File: config.mk
export PLATFORM = sky130hd
export DESIGN_NAME = ebpsc_ctrl
export DESIGN_NICKNAME = d
export VERILOG_FILES = /design/src/ebpsc_pkg.sv /design/src/ebpsc_link_if.sv /design/src/ebpsc_ctrl.sv /design/src/ebpsc_sync.sv /design/src/ebpsc_clkdiv.sv
export SDC_FILE = /design/constraint.sdc
export NUM_CORES = 1
export LEC_CHECK = 0
export ABC_AREA = 1
export BUFFER_PORTS_ARGS = -buffer_cell sky130_fd_sc_hd__buf_2
export CAP_MARGIN = 20
export CORE_MARGIN = 2
export CORE_UTILIZATION = 43
export DETAILED_ROUTE_END_ITERATION = 6
export PLACE_DENSITY = 0.72
export SYNTH_ARGS = -nofsm -noshare
export SYNTH_HDL_FRONTEND = slang
export SYNTH_HIERARCHICAL = 1
export SYNTH_SLANG_ARGS = --single-unit
File: constraint.sdc
create_clock -name i_sys_clk -period 1.46 [get_ports i_sys_clk]
set_clock_uncertainty 0.2 [all_clocks]
set_input_delay 0.292 -clock i_sys_clk [delete_from_list [all_inputs] [get_ports i_sys_clk]]
set_output_delay 0.292 -clock i_sys_clk [all_outputs]
set_load 0.02 [all_outputs]
File: src/ebpsc_pkg.sv
// Shared types and constants of the expansion bus pin-state controller.
// Assumes a single 250 MHz system clock and a synchronous active-high reset.
package ebpsc_pkg;

  // ----------------------------------------------------------------
  // Widths and timing
  // ----------------------------------------------------------------
  localparam int ADDR_W       = 22;
  localparam int DATA_W       = 16;
  localparam int LO_ADDR_LSB  = 1;
  localparam int LO_ADDR_MSB  = 15;
  localparam int UP_ADDR_LSB  = 16;
  localparam int UP_ADDR_MSB  = 21;
  localparam int SYNC_W       = DATA_W + 2;
  localparam int CLK_HALF_CYC = 1;
  localparam logic [1:0] RD_SYNC_LAT = 2'h2;

  // ----------------------------------------------------------------
  // States
  // ----------------------------------------------------------------
  typedef enum logic [2:0] {
    BUS_IDLE = 3'h0,
    BUS_T1   = 3'h1,
    BUS_T2   = 3'h2,
    BUS_TW   = 3'h3,
    BUS_T3   = 3'h4
  } ebpsc_bus_t;

  typedef enum logic [1:0] {
    PWR_RUN  = 2'h0,
    PWR_HALT = 2'h1,
    PWR_LOW  = 2'h2,
    PWR_HOLD = 2'h3
  } ebpsc_pwr_t;

  typedef struct packed {
    ebpsc_bus_t          bus;
    ebpsc_pwr_t          pwr;
    logic                exp;
    logic                clk_oe;
    logic                clk;
    logic [ADDR_W-1:0]   addr;
    logic [1:0]          be;
    logic                wr;
    logic [DATA_W-1:0]   wdata;
    logic [DATA_W-1:0]   ad;
    logic [DATA_W-1:0]   rdata;
    logic                ack;
    logic [1:0]          rd_cnt;
  } ebpsc_state_t;

  // ----------------------------------------------------------------
  // Reset values
  // ----------------------------------------------------------------
  localparam logic [ADDR_W-1:0] ADDR_RST = 22'h000000;
  localparam logic [DATA_W-1:0] DATA_RST = 16'h0000;
  localparam ebpsc_state_t ST_RST = '{
    bus: BUS_IDLE, pwr: PWR_RUN, exp: 1'b0, clk_oe: 1'b0, clk: 1'b0,
    addr: ADDR_RST, be: 2'h0, wr: 1'b0, wdata: DATA_RST, ad: DATA_RST,
    rdata: DATA_RST, ack: 1'b0, rd_cnt: 2'h0};

endpackage

File: src/ebpsc_link_if.sv
// Internal carrier between the pin synchroniser, the clock divider and the core.
// Assumes all three sit on the same system clock.
interface ebpsc_link_if;
  logic                           hold_req;
  logic                           wait_req;
  logic [ebpsc_pkg::DATA_W-1:0]   ad_in;
  logic                           tick;

  modport sync_mp (output hold_req, output wait_req, output ad_in);
  modport div_mp  (output tick);
  modport core_mp (input hold_req, input wait_req, input ad_in, input tick);
endinterface

File: src/ebpsc_ctrl.sv
// Expansion bus controller: runs external bus cycles and sets each pin's drive state.
// Assumes a core that requests one access at a time and drives power-mode levels.
//
// Behaviour
// - After reset all bus pins but the clock output are undriven port inputs.
// - With expansion mode on, run mode and no external cycle, the bus cycle is inactive.
// - Held address and byte enables are zero before the first access.
// - Held outputs keep the last external access values, even across mode toggles.
// - Address/data outputs are undriven in every non-cycle state.
// - Lower address undriven in reset, held in every other listed state.
// - Upper address undriven in reset, low-power and hold; held otherwise.
// - Byte enables undriven in reset, low-power and hold; held otherwise.
// - Read/write undriven in reset, low-power and hold; low in write cycles, high otherwise.
// - Data, read and byte write strobes undriven likewise; high when idle.
// - Address strobe undriven in reset, low-power and hold; high when idle.
// - Hold request watched in halt, hold and inactive cycles; not in low-power.
// - Hold acknowledge low in hold, undriven in reset and low-power.
// - Clock output undriven in reset, low in low-power, toggling otherwise.
// - Clock output inhibit forces the clock output low.
// - Wait request stretches the current cycle while it stays asserted.
// - Separate high and low byte write strobes.
// - Address in the first state, data in second, wait and third states.
// - Hold request is granted with acknowledge and released bus pins other than the lower address and the clock output.
module ebpsc_ctrl
  import ebpsc_pkg::*;
(
  input  wire logic                         i_sys_clk,
  input  wire logic                         i_rst,
  input  wire logic                         i_exp_mode,
  input  wire logic                         i_halt_req,
  input  wire logic                         i_lowpwr_req,
  input  wire logic                         i_sys_clock_out_inhibit,
  input  wire logic                         i_acc_req,
  input  wire logic                         i_acc_we,
  input  wire logic [ebpsc_pkg::ADDR_W-1:0] i_acc_addr,
  input  wire logic [1:0]                   i_acc_be,
  input  wire logic [ebpsc_pkg::DATA_W-1:0] i_acc_wdata,
  output logic                              o_acc_ack,
  output logic [ebpsc_pkg::DATA_W-1:0]      o_acc_rdata,
  output logic                              o_bus_inactive,
  input  wire logic                         i_hold_request_in_n,
  input  wire logic                         i_wait_n,
  input  wire logic [ebpsc_pkg::DATA_W-1:0] i_muxed_addr_data_in,
  output logic [ebpsc_pkg::DATA_W-1:0]      o_muxed_addr_data_out,
  output logic                              o_muxed_addr_data_oe,
  output logic [14:0]                       o_lower_addr_out,
  output logic                              o_lower_addr_oe,
  output logic [5:0]                        o_upper_addr_out,
  output logic                              o_upper_addr_oe,
  output logic                              o_low_byte_enable_n,
  output logic                              o_high_byte_enable_n,
  output logic                              o_byte_enable_oe,
  output logic                              o_rw_dir,
  output logic                              o_rw_dir_oe,
  output logic                              o_data_strobe_n,
  output logic                              o_read_strobe_n,
  output logic                              o_low_byte_write_strobe_n,
  output logic                              o_high_byte_write_strobe_n,
  output logic                              o_strobe_oe,
  output logic                              o_addr_strobe_n,
  output logic                              o_addr_strobe_oe,
  output logic                              o_hold_ack_out_n,
  output logic                              o_hold_ack_oe,
  output logic                              o_sys_clock_out,
  output logic                              o_sys_clock_oe
);
  import ebpsc_pkg::*;

  // ----------------------------------------------------------------
  // Helpers
  // ----------------------------------------------------------------
  function automatic logic data_phase(input ebpsc_bus_t b);
    data_phase = (b == BUS_T2) || (b == BUS_TW) || (b == BUS_T3);
  endfunction

  // Low-power and hold release the control pins; halt and idle keep them.
  function automatic logic ctl_driven(input ebpsc_pwr_t p);
    ctl_driven = (p != PWR_LOW) && (p != PWR_HOLD);
  endfunction

  ebpsc_link_if lnk ();

  ebpsc_sync u_sync (
    .i_sys_clk           (i_sys_clk),
    .i_rst               (i_rst),
    .i_hold_request_in_n (i_hold_request_in_n),
    .i_wait_n            (i_wait_n),
    .i_ad_in             (i_muxed_addr_data_in),
    .lnk                 (lnk.sync_mp)
  );

  ebpsc_clkdiv #(
    .HALF_CYC (CLK_HALF_CYC)
  ) u_div (
    .i_sys_clk (i_sys_clk),
    .i_rst     (i_rst),
    .lnk       (lnk.div_mp)
  );

  ebpsc_state_t s_q;
  ebpsc_state_t s_d;
  logic         busy;
  logic         hold_ok;
  logic         full;

  // ----------------------------------------------------------------
  // Next state
  // ----------------------------------------------------------------
  always_comb begin
    s_d     = s_q;
    s_d.ack = 1'b0;
    busy    = (s_q.bus != BUS_IDLE) || (s_q.rd_cnt != 2'h0);
    hold_ok = lnk.hold_req && s_q.exp;
    s_d.clk_oe = 1'b1;
    if (lnk.tick) begin
      s_d.clk = ~s_q.clk;
    end
    if ((s_q.pwr == PWR_LOW) || i_sys_clock_out_inhibit) begin
      s_d.clk = 1'b0;
    end
    if (!busy && (s_q.pwr != PWR_HOLD)) begin
      s_d.exp = i_exp_mode;
    end
    // Read data arrives two edges late through the synchroniser.
    if (s_q.rd_cnt != 2'h0) begin
      s_d.rd_cnt = s_q.rd_cnt - 2'h1;
    end
    if (s_q.rd_cnt == 2'h1) begin
      s_d.rdata = lnk.ad_in;
      s_d.ack   = 1'b1;
    end
    case (s_q.bus)
      BUS_IDLE: begin
        if (!busy) begin
          case (s_q.pwr)
            PWR_RUN: begin
              if (hold_ok) begin
                s_d.pwr = PWR_HOLD;
              end else if (i_lowpwr_req) begin
                s_d.pwr = PWR_LOW;
              end else if (i_halt_req) begin
                s_d.pwr = PWR_HALT;
              end else if (i_acc_req && !s_q.ack && s_q.exp) begin
                s_d.bus   = BUS_T1;
                s_d.addr  = i_acc_addr;
                s_d.be    = i_acc_be;
                s_d.wr    = i_acc_we;
                s_d.wdata = i_acc_wdata;
                s_d.ad    = i_acc_addr[DATA_W-1:0];
              end
            end
            PWR_HALT: begin
              if (hold_ok) begin
                s_d.pwr = PWR_HOLD;
              end else if (i_lowpwr_req) begin
                s_d.pwr = PWR_LOW;
              end else if (!i_halt_req) begin
                s_d.pwr = PWR_RUN;
              end
            end
            PWR_LOW: begin
              if (!i_lowpwr_req) begin
                s_d.pwr = PWR_RUN;
              end
            end
            PWR_HOLD: begin
              if (!lnk.hold_req) begin
                s_d.pwr = PWR_RUN;
              end
            end
            default: begin
              s_d.pwr = PWR_RUN;
            end
          endcase
        end
      end
      BUS_T1: begin
        s_d.bus = BUS_T2;
        s_d.ad  = s_q.wdata;
      end
      BUS_T2: begin
        s_d.bus = lnk.wait_req ? BUS_TW : BUS_T3;
      end
      BUS_TW: begin
        if (!lnk.wait_req) begin
          s_d.bus = BUS_T3;
        end
      end
      BUS_T3: begin
        s_d.bus = BUS_IDLE;
        if (s_q.wr) begin
          s_d.ack = 1'b1;
        end else begin
          s_d.rd_cnt = RD_SYNC_LAT;
        end
      end
      default: begin
        s_d.bus = BUS_IDLE;
      end
    endcase
  end

  always_ff @(posedge i_sys_clk) begin
    if (i_rst) begin
      s_q <= ST_RST;
    end else begin
      s_q <= s_d;
    end
  end

  // ----------------------------------------------------------------
  // Pin drive
  // ----------------------------------------------------------------
  // bus pins other than the clock output follow expansion mode
  assign full = s_q.exp && ctl_driven(s_q.pwr);

  assign o_bus_inactive = s_q.exp && (s_q.pwr == PWR_RUN) && (s_q.bus == BUS_IDLE);
  assign o_acc_ack      = s_q.ack;
  assign o_acc_rdata    = s_q.rdata;

  assign o_muxed_addr_data_out = s_q.ad;
  assign o_muxed_addr_data_oe  = s_q.exp &&
                                 ((s_q.bus == BUS_T1) || (s_q.wr && data_phase(s_q.bus)));

  assign o_lower_addr_out = s_q.addr[LO_ADDR_MSB:LO_ADDR_LSB];
  assign o_lower_addr_oe  = s_q.exp;

  assign o_upper_addr_out = s_q.addr[UP_ADDR_MSB:UP_ADDR_LSB];
  assign o_upper_addr_oe  = full;

  assign o_low_byte_enable_n  = ~s_q.be[0];
  assign o_high_byte_enable_n = ~s_q.be[1];
  assign o_byte_enable_oe     = full;

  assign o_rw_dir    = (s_q.bus == BUS_IDLE) ? 1'b1 : ~s_q.wr;
  assign o_rw_dir_oe = full;

  assign o_data_strobe_n = ~data_phase(s_q.bus);
  assign o_read_strobe_n = ~(data_phase(s_q.bus) && !s_q.wr);
  assign o_low_byte_write_strobe_n  = ~(data_phase(s_q.bus) && s_q.wr && s_q.be[0]);
  assign o_high_byte_write_strobe_n = ~(data_phase(s_q.bus) && s_q.wr && s_q.be[1]);
  assign o_strobe_oe                = full;

  assign o_addr_strobe_n  = ~(s_q.bus == BUS_T1);
  assign o_addr_strobe_oe = full;

  assign o_hold_ack_out_n = ~(s_q.pwr == PWR_HOLD);
  assign o_hold_ack_oe    = s_q.exp && (s_q.pwr != PWR_LOW);

  assign o_sys_clock_out = s_q.clk;
  assign o_sys_clock_oe  = s_q.clk_oe;
endmodule

File: src/ebpsc_sync.sv
// Two-stage synchroniser for the hold request, wait and address/data pins.
// Assumes the pins are asynchronous to the system clock; pin requests are active low.
module ebpsc_sync
  import ebpsc_pkg::*;
(
  input  wire logic                         i_sys_clk,
  input  wire logic                         i_rst,
  input  wire logic                         i_hold_request_in_n,
  input  wire logic                         i_wait_n,
  input  wire logic [ebpsc_pkg::DATA_W-1:0] i_ad_in,
  ebpsc_link_if.sync_mp                     lnk
);

  typedef struct packed {
    logic [SYNC_W-1:0] s1;
    logic [SYNC_W-1:0] s2;
  } ebpsc_sync_t;

  ebpsc_sync_t s_q;
  ebpsc_sync_t s_d;

  // Idle pins read high, so the requests come out of reset inactive.
  localparam logic [SYNC_W-1:0] SYNC_RST = {2'h3, DATA_RST};

  always_comb begin
    s_d    = s_q;
    s_d.s1 = {i_hold_request_in_n, i_wait_n, i_ad_in};
    s_d.s2 = s_q.s1;
  end

  always_ff @(posedge i_sys_clk) begin
    if (i_rst) begin
      s_q <= '{s1: SYNC_RST, s2: SYNC_RST};
    end else begin
      s_q <= s_d;
    end
  end

  assign lnk.hold_req = ~s_q.s2[SYNC_W-1];
  assign lnk.wait_req = ~s_q.s2[SYNC_W-2];
  assign lnk.ad_in    = s_q.s2[DATA_W-1:0];

endmodule

File: src/ebpsc_clkdiv.sv
// Divider that issues a one-cycle tick for each half period of the clock output.
// Assumes the system clock; HALF_CYC is the half period in system cycles.
module ebpsc_clkdiv
  import ebpsc_pkg::*;
#(
  parameter int HALF_CYC = CLK_HALF_CYC
)
(
  input  wire logic     i_sys_clk,
  input  wire logic     i_rst,
  ebpsc_link_if.div_mp  lnk
);

  localparam int CW = (HALF_CYC > 1) ? $clog2(HALF_CYC) : 1;
  localparam logic [CW-1:0] LAST = CW'(HALF_CYC - 1);

  typedef struct packed {
    logic [CW-1:0] cnt;
  } ebpsc_div_t;

  ebpsc_div_t s_q;
  ebpsc_div_t s_d;

  always_comb begin
    s_d = s_q;
    if (s_q.cnt == LAST) begin
      s_d.cnt = '0;
    end else begin
      s_d.cnt = s_q.cnt + CW'(1);
    end
  end

  always_ff @(posedge i_sys_clk) begin
    if (i_rst) begin
      s_q <= '{cnt: '0};
    end else begin
      s_q <= s_d;
    end
  end

  assign lnk.tick = (s_q.cnt == LAST);

endmodule

==> flow_metrics.env, run 1 <==
export IMPL_status="complete, but fails checks"
export IMPL_failed_checks="setup timing"
export IMPL_port_buffers=139
export IMPL_path_delay_family="simple AND/OR/NAND/NOR gates"
export IMPL_syn_inst=719
export IMPL_rows=40
export IMPL_overflow=0
export IMPL_place_gp_congestion=0.815
export IMPL_intPower_mw=7.75
export IMPL_clk_path_buf_depth=2
export IMPL_fill_cells=802
export IMPL_critPathRequiredTime_ns=1.58
export IMPL_insertion_delay_ns=0.42
export IMPL_cts_tree="done"
export IMPL_crit_start="s_q[83]"
export IMPL_endpoint_kind="register"
export IMPL_drc=0
export IMPL_cap_violations=0
export IMPL_fmax_ghz=0.518
export IMPL_slowest_delay_ns=0.35
export IMPL_switching_share=0.285
export IMPL_clock_power_share=0.425
export IMPL_rr_startpoint="s_q[83]"
export IMPL_grt_pass1_wl_um=24100
export IMPL_path_buf_inv=4
export IMPL_area_growth_pct=58.4
export IMPL_critPathArrivalTime_ns=2.05
export IMPL_grt_max_degree=38
export IMPL_rsz0062_at_grt="true"
export IMPL_finalHoldViolations=0
export IMPL_drt_iter0_markers=446
export IMPL_routed_wl_um=17900
export IMPL_drive_gt1_frac=0.391
export IMPL_pre_cts_slack_ns=-0.152
export IMPL_netlist_top_cells_area="dfxtp_1, nor2_1, buf_4, inv_1, nand2_1"
export IMPL_period_share=1.32
export IMPL_yosysTopAreaCell="dfxtp_1"
export IMPL_cp_common_cell="buf_6"
export IMPL_p_comb_frac=0.242
export IMPL_endpoint="o_lower_addr_out[12]"
export IMPL_fin_nets=986
export IMPL_grt_use_total=0.240
export IMPL_cts_max_level=4
export IMPL_dieArea_um2=13100
export IMPL_cts_reportedPaths_clkPinSlew_ns=0.06
export IMPL_path_depth=10
export IMPL_vias=5311
export IMPL_switchingPower_mw=3.10
export IMPL_cts_buffers=17
export IMPL_diodes=0
export IMPL_initial_utilization=0.440
export IMPL_cts_sinks=120
export IMPL_path_class="reg2reg"
export IMPL_grt_antenna_before_repair=0
export IMPL_syn_nets=785
export IMPL_synth_area_um2=5260
export IMPL_hold_path_class="in2reg"
export IMPL_coreArea_um2=12000
export IMPL_pwr_density_cell_nw_per_um2=1300
export IMPL_firstDrtPassIters=7
export IMPL_cts_root_buf="clkbuf_16"
export IMPL_die_w_um=115
export IMPL_synth_seq_cells=120
export IMPL_period_needed_ns=1.93
export IMPL_cp_start_kind="register"
export IMPL_finalSetupViolCount=80
export IMPL_crit_slowest_cell="dfxtp_4"
export IMPL_dp_hpwl_um=7900
export IMPL_final_common_cell="nor2_1"
export IMPL_post_drt_wl_per_cell_um=16.5
export IMPL_ios=140
export IMPL_multi_input_area_um2=2260
export IMPL_crit_reg2reg_capture="o_lower_addr_out[12]"
export IMPL_yosysSeqAreaShare=0.457
export IMPL_power_total_mw=10.8
export IMPL_ant_nets=0
export IMPL_die_y_um=115
export IMPL_p_leak_nw=4.05
export IMPL_crit_path_max_fanout=8
export IMPL_grt_pass1_vias=4908
export IMPL_synth_avg_cell_area_um2=7.31
export IMPL_yosysTopAreaCellShare=0.457
export IMPL_viasPerCell=4.92
export IMPL_seqCellArea_um2=2420
export IMPL_crit_path_cell_trace="nor2_4 > nand2_2 > buf_6 > nor2_4 > buf_6 > buf_6 > nand3_4 > clkbuf_16 > nor2_1 > nor2_1"
export IMPL_maxSlewViolCount=0
export IMPL_yosys_warnings=6
export IMPL_layout_setup_ws_ns=-0.472
export IMPL_peakVddDrop_uv=1020
export IMPL_reg2reg_slack_ns=-0.47
export IMPL_synth_cell_types=26
export IMPL_layout_cells_most_common_list="nor2_1, dfxtp_1, buf_2"
export IMPL_sequentialPowerShare=0.334
export IMPL_rr_worst_depth=10
power groups by stage:
stage / sequential (mW) / clock, mW / combinational, mW
2_1_floorplan: 3.65 / 0 / 1.19
3_3_place_gp: 3.66 / 0 / 1.50
3_5_place_dp: 3.66 / 0 / 1.51
4_1_cts: 3.60 / 4.60 / 2.24
5_1_grt: 3.64 / 4.80 / 2.80
6_report: 3.62 / 4.61 / 2.62
flip-flops by register name (all words and copies together) (netlist names):
name and cells:
o_acc_ack 1, o_acc_rdata 16, o_lower_addr_oe 1, o_lower_addr_out 15
o_muxed_addr_data_out 16, o_sys_clock_oe 1, o_sys_clock_out 1, o_upper_addr_out 6
s_q 26, u_div/s_q 1, u_sync/lnk.ad_in 16, u_sync/s_d 18
u_sync/s_q 2
layer usage:
layer	routed length, µm	GRT usage
met1	6490	0.258
met2	8930	0.417
met3	1430	0.0821
met4	1000	0.124
met5	0	0
cells by family after synthesis:
logic type / count (synthesis) / share of synthesized area
buffers and inverters: 200 / 0.209
AOI/OAI and AO/OA: 83 / 0.0876
xor gates and xnor gates: 1 / 0.00167
DFF: 120 / 0.457
and+or+nand+nor: 314 / 0.245
other: 1 / 0.000713
synthesized netlist by cell type:
library cell and number:
a21oi_1 5, o21ai_0 31, nor4_1 1, buf_2 7
clkinv_1 1, buf_6 7, inv_2 1, o21ai_1 28
nor2_4 5, nand4_1 2, conb_1 1, nand2_4 1
inv_1 94, clkbuf_1 13, nand2_2 5, buf_1 1
xnor2_1 1, nand2_1 61, dfxtp_1 120, nor2_2 3
buf_4 76, nor2_1 208, o21bai_1 17, o22ai_1 2
nor3_1 2, nand3_1 26
stage by stage:
stage	cells	hold slack, ns	TNS [ns]	utilization	area, µm²
after floorplan	719	0.154	-1.06	-	5330
after global placement	942	0.189	-4.97	0.485	5800
after detailed placement	942	0.194	-6.84	0.485	5800
after CTS	1074	0.0468	-24.66	0.657	7860
after global routing	1080	0.0561	-33.65	0.696	8330
final	1080	0.0364	-27.77	0.696	8330
final cells by class:
class / count / share of cell area
sequential: 120 / 0.291
clock buffer: 23 / 0.0586
clock inverter: 9 / 0.0192
timing repair buffer: 282 / 0.294
tap: 147 / 0.0221
multi-input combinational: 403 / 0.271
inverter: 96 / 0.0445
worst min path at each step:
stage	cells past startpoint	startpoint	to	slack, ns
floorplan	1	i_rst	o_acc_ack	0.15
global placement	2	u_sync/s_d[11]	u_sync/lnk.ad_in[11]	0.19
detailed placement	2	u_sync/s_d[12]	u_sync/lnk.ad_in[12]	0.19
CTS	4	i_rst	s_q[79]	0.05
global route	4	i_rst	s_q[79]	0.06
finish	4	i_rst	s_q[79]	0.04
tightest hold or removal path: cells and delay by family:
family	cells	cell delay, ns
buffers and inverters	2	0.22
and+or+nand+nor	2	0.11
timing repair:
action                     in CTS  in global routing
setup endpoints to repair      77                101
hold endpoints to repair       60                  0
pin swaps                      40                 64
resized for setup             112                129
gates cloned                    9                  5
setup buffers                  31                  6
hold buffers                   60                  0
Note: power is estimated with default switching activity, not from simulation.
==> inputs of run 2 (changes only) <==
--- a/config.mk
+++ b/config.mk
@@ -5,13 +5,12 @@
 export SDC_FILE = /design/constraint.sdc
 export NUM_CORES = 1
 export LEC_CHECK = 0
-export ABC_AREA = 1
 export BUFFER_PORTS_ARGS = -buffer_cell sky130_fd_sc_hd__buf_2
 export CAP_MARGIN = 20
 export CORE_MARGIN = 2
 export CORE_UTILIZATION = 43
 export DETAILED_ROUTE_END_ITERATION = 6
-export PLACE_DENSITY = 0.72
+export PLACE_DENSITY = 0.73
 export SYNTH_ARGS = -nofsm -noshare
 export SYNTH_HDL_FRONTEND = slang
 export SYNTH_HIERARCHICAL = 1
==> run 2 against run 1 <==
The run still ends with setup timing left; sequential cell count did not move; worst setup slack lost 0.25 ns; routed wire length is 4.1% lower; critical endpoint is now o_muxed_addr_data_oe; largest power group unchanged.
==> flow_metrics.env, run 2 <==
export IMPL_status="complete, but fails checks"
export IMPL_failed_checks="setup timing"
export IMPL_overflow=0
export IMPL_dieArea_um2=12300
export IMPL_grt_pass1_wl_um=23900
export IMPL_async_flop_share=0
export IMPL_cts_buffers=17
export IMPL_path_class="reg2out"
export IMPL_cp_common_cell="nand2_4"
export IMPL_finalHoldViolations=0
export IMPL_yosysMostFrequentCell="dfxtp_1"
export IMPL_firstDrtPassIters=4
export IMPL_diodes=0
export IMPL_largest_register_ffs=26
export IMPL_grt_pass1_vias=4657
export IMPL_relSlewSlack=0.680
export IMPL_power_total_mw=9.41
export IMPL_fin_area_um2=8410
export IMPL_crit_path_cell_trace="or3b_4 > nand2_4 > nand2_4 > a21boi_4 > buf_6"
export IMPL_critPathArrivalTime_ns=1.69
export IMPL_crit_slowest_cell="or3b_4"
export IMPL_syn_inst=556
export IMPL_crit_path_max_fanout=5
export IMPL_rr_startpoint="s_q[82]"
export IMPL_yosysSeqAreaShare=0.490
export IMPL_min_from="i_rst"
export IMPL_yosysTopAreaCellShare=0.490
export IMPL_dp_hpwl_um=7590
export IMPL_cts_max_level=4
export IMPL_maxSlewViolCount=0
export IMPL_yosysTopAreaCell="dfxtp_1"
export IMPL_synth_area_um2=4900
export IMPL_netlist_top_cells_area="dfxtp_1, buf_4, nand2_1, a21oi_1, nor2b_1"
export IMPL_layout_setup_ws_ns=-0.720
export IMPL_p_leak_nw=3.55
export IMPL_layout_cells_most_common_list="buf_4, dfxtp_1, buf_2"
export IMPL_crit_start="s_q[82]"
export IMPL_cap_violations=0
export IMPL_post_drt_wl_per_cell_um=18.8
export IMPL_cts_root_buf="clkbuf_16"
export IMPL_coreArea_um2=11000
export IMPL_rows=38
export IMPL_finalSetupViolCount=77
export IMPL_met2_length_um=9080
export IMPL_die_y_um=111
export IMPL_pwr_density_cell_nw_per_um2=1120
export IMPL_ys_flop_type="dfxtp_1"
export IMPL_place_gp_congestion=0.784
export IMPL_peakVddDrop_uv=1420
export IMPL_path_delay_family="simple AND/OR/NAND/NOR gates"
export IMPL_wl_met1_um=6290
export IMPL_ys_top_cells_by_count="dfxtp_1, nand2_1, buf_4"
export IMPL_top_layer_used="met4"
export IMPL_syn_nets=622
export IMPL_synth_cell_types=44
export IMPL_grt_antenna_before_repair=0
export IMPL_cts_sinks=120
export IMPL_port_buffers=139
export IMPL_ios=140
export IMPL_ant_nets=0
export IMPL_regMostFlops="s_q"
export IMPL_grt_max_degree=49
export IMPL_final_cells=911
export IMPL_hold_ws_ns=0.0251
export IMPL_pre_cts_slack_ns=-0.354
export IMPL_critPathRequiredTime_ns=0.97
export IMPL_vias=4654
export IMPL_slowest_delay_ns=0.41
export IMPL_period_needed_ns=2.18
export IMPL_fin_nets=824
export IMPL_final_common_cell="buf_4"
export IMPL_hold_path_class="in2reg"
export IMPL_cp_start_kind="register"
export IMPL_synth_avg_cell_area_um2=8.82
export IMPL_fill_cells=625
export IMPL_routed_wl_um=17100
export IMPL_cts_tree="done"
export IMPL_die_w_um=111
export IMPL_rsz0062_at_grt="true"
export IMPL_drc=0
export IMPL_yosys_warnings=6
export IMPL_synth_seq_cells=120
export IMPL_synth_edff_count=0
export IMPL_tightest_slew_ns=0.468
export IMPL_grt_use_total=0.250
export IMPL_wl_met3_um=980
export IMPL_drt_iter0_markers=285
export IMPL_clk_path_buf_depth=2
export IMPL_viasPerCell=5.11
export IMPL_cts_reportedPaths_clkPinSlew_ns=0.06
export IMPL_timing_setup_tns_ns=-39.59
export IMPL_drive_gt1_frac=0.569
export IMPL_dpl_cell_area_um2=5520
export IMPL_path_buf_inv=1
export IMPL_area_growth_pct=71.6
export IMPL_initial_utilization=0.446
export IMPL_placed_cells=770
export IMPL_post_route_util=0.766
export IMPL_period_share=1.49
export IMPL_insertion_delay_ns=0.42
export IMPL_endpoint_kind="output pin"
export IMPL_fmax_ghz=0.459
## run 2: cell types whose count changed after synthesis, moves of 28 or more
| cell | delta |
|---|---|
| nor2_1 | -183 |
| inv_1 | -86 |
| nand2_1 | +57 |
| a21oi_1 | +55 |
| nor2b_1 | +34 |
| o21ai_0 | -30 |
| o21ai_1 | -28 |
## run 2: cell families (layout without fill, tap and decap cells)
group / Yosys count / count (layout) / share of synthesized area
AND/OR/NAND/NOR: 229 / 230 / 0.228
multiplexers: 3 / 3 / 0.00613
other: 1 / 1 / 0.000765
flip-flops: 120 / 120 / 0.490
AO/OA/AOI/OAI: 85 / 85 / 0.109
buffers and inverters: 116 / 330 / 0.162
XOR/XNOR: 2 / 2 / 0.00357
## run 2: worst register-to-register path, cell delays in order (launching register included)
cell     delay [ns]
dfxtp_4        0.36
buf_4          0.15
nor3_4         0.26
buf_6          0.14
buf_6          0.10
nand4_1        0.12
buf_6          0.18
buf_4          0.14
buf_12         0.14
o221a_4        0.22
## run 2: worst paths after layout
check	endpoint	slack [ns]	cells past startpoint
worst max-delay path	o_muxed_addr_data_oe	-0.72	5
worst min-delay path	o_acc_ack	0.03	3
worst max register to register	o_muxed_addr_data_out[5]	-0.66	9
worst min register to register	u_sync/s_q[17]	0.21	1
## run 2: layout make-up
class	instances	area, µm²	share of cell area
clock buffers	18	429	0.0510
clock inverters	14	189	0.0225
inverters	8	30.0	0.00357
multi-input cells	321	2510	0.298
flip-flops and latches	120	2470	0.293
well taps	140	175	0.0208
repair buffers	290	2610	0.310
## run 2: timing repair
item,in CTS,in global routing
pin swaps,46,25
resized for setup,195,135
setup endpoints to repair,82,114
gates cloned,11,4
endpoints found under the hold margin,71,0
buffers inserted,23,16
hold buffers,61,0
## run 2: layer usage
| layer | global-route usage | up-vias |
|---|---|---|
| li1 | - | 2172 |
| met2 | 0.451 | 198 |
| met1 | 0.258 | 2223 |
| met4 | 0.113 | 0 |
| met5 | 0 | - |
| met3 | 0.0891 | 61 |
## run 2: report_power, final
group / total, mW / switching, mW / internal (mW) / leakage, nW
Sequential: 3.49 / 0.0893 / 3.40 / 0.997
Combinational: 1.51 / 0.711 / 0.801 / 2.25
Clock: 4.40 / 1.67 / 2.73 / 0.302
Total: 9.41 / 2.47 / 6.94 / 3.55
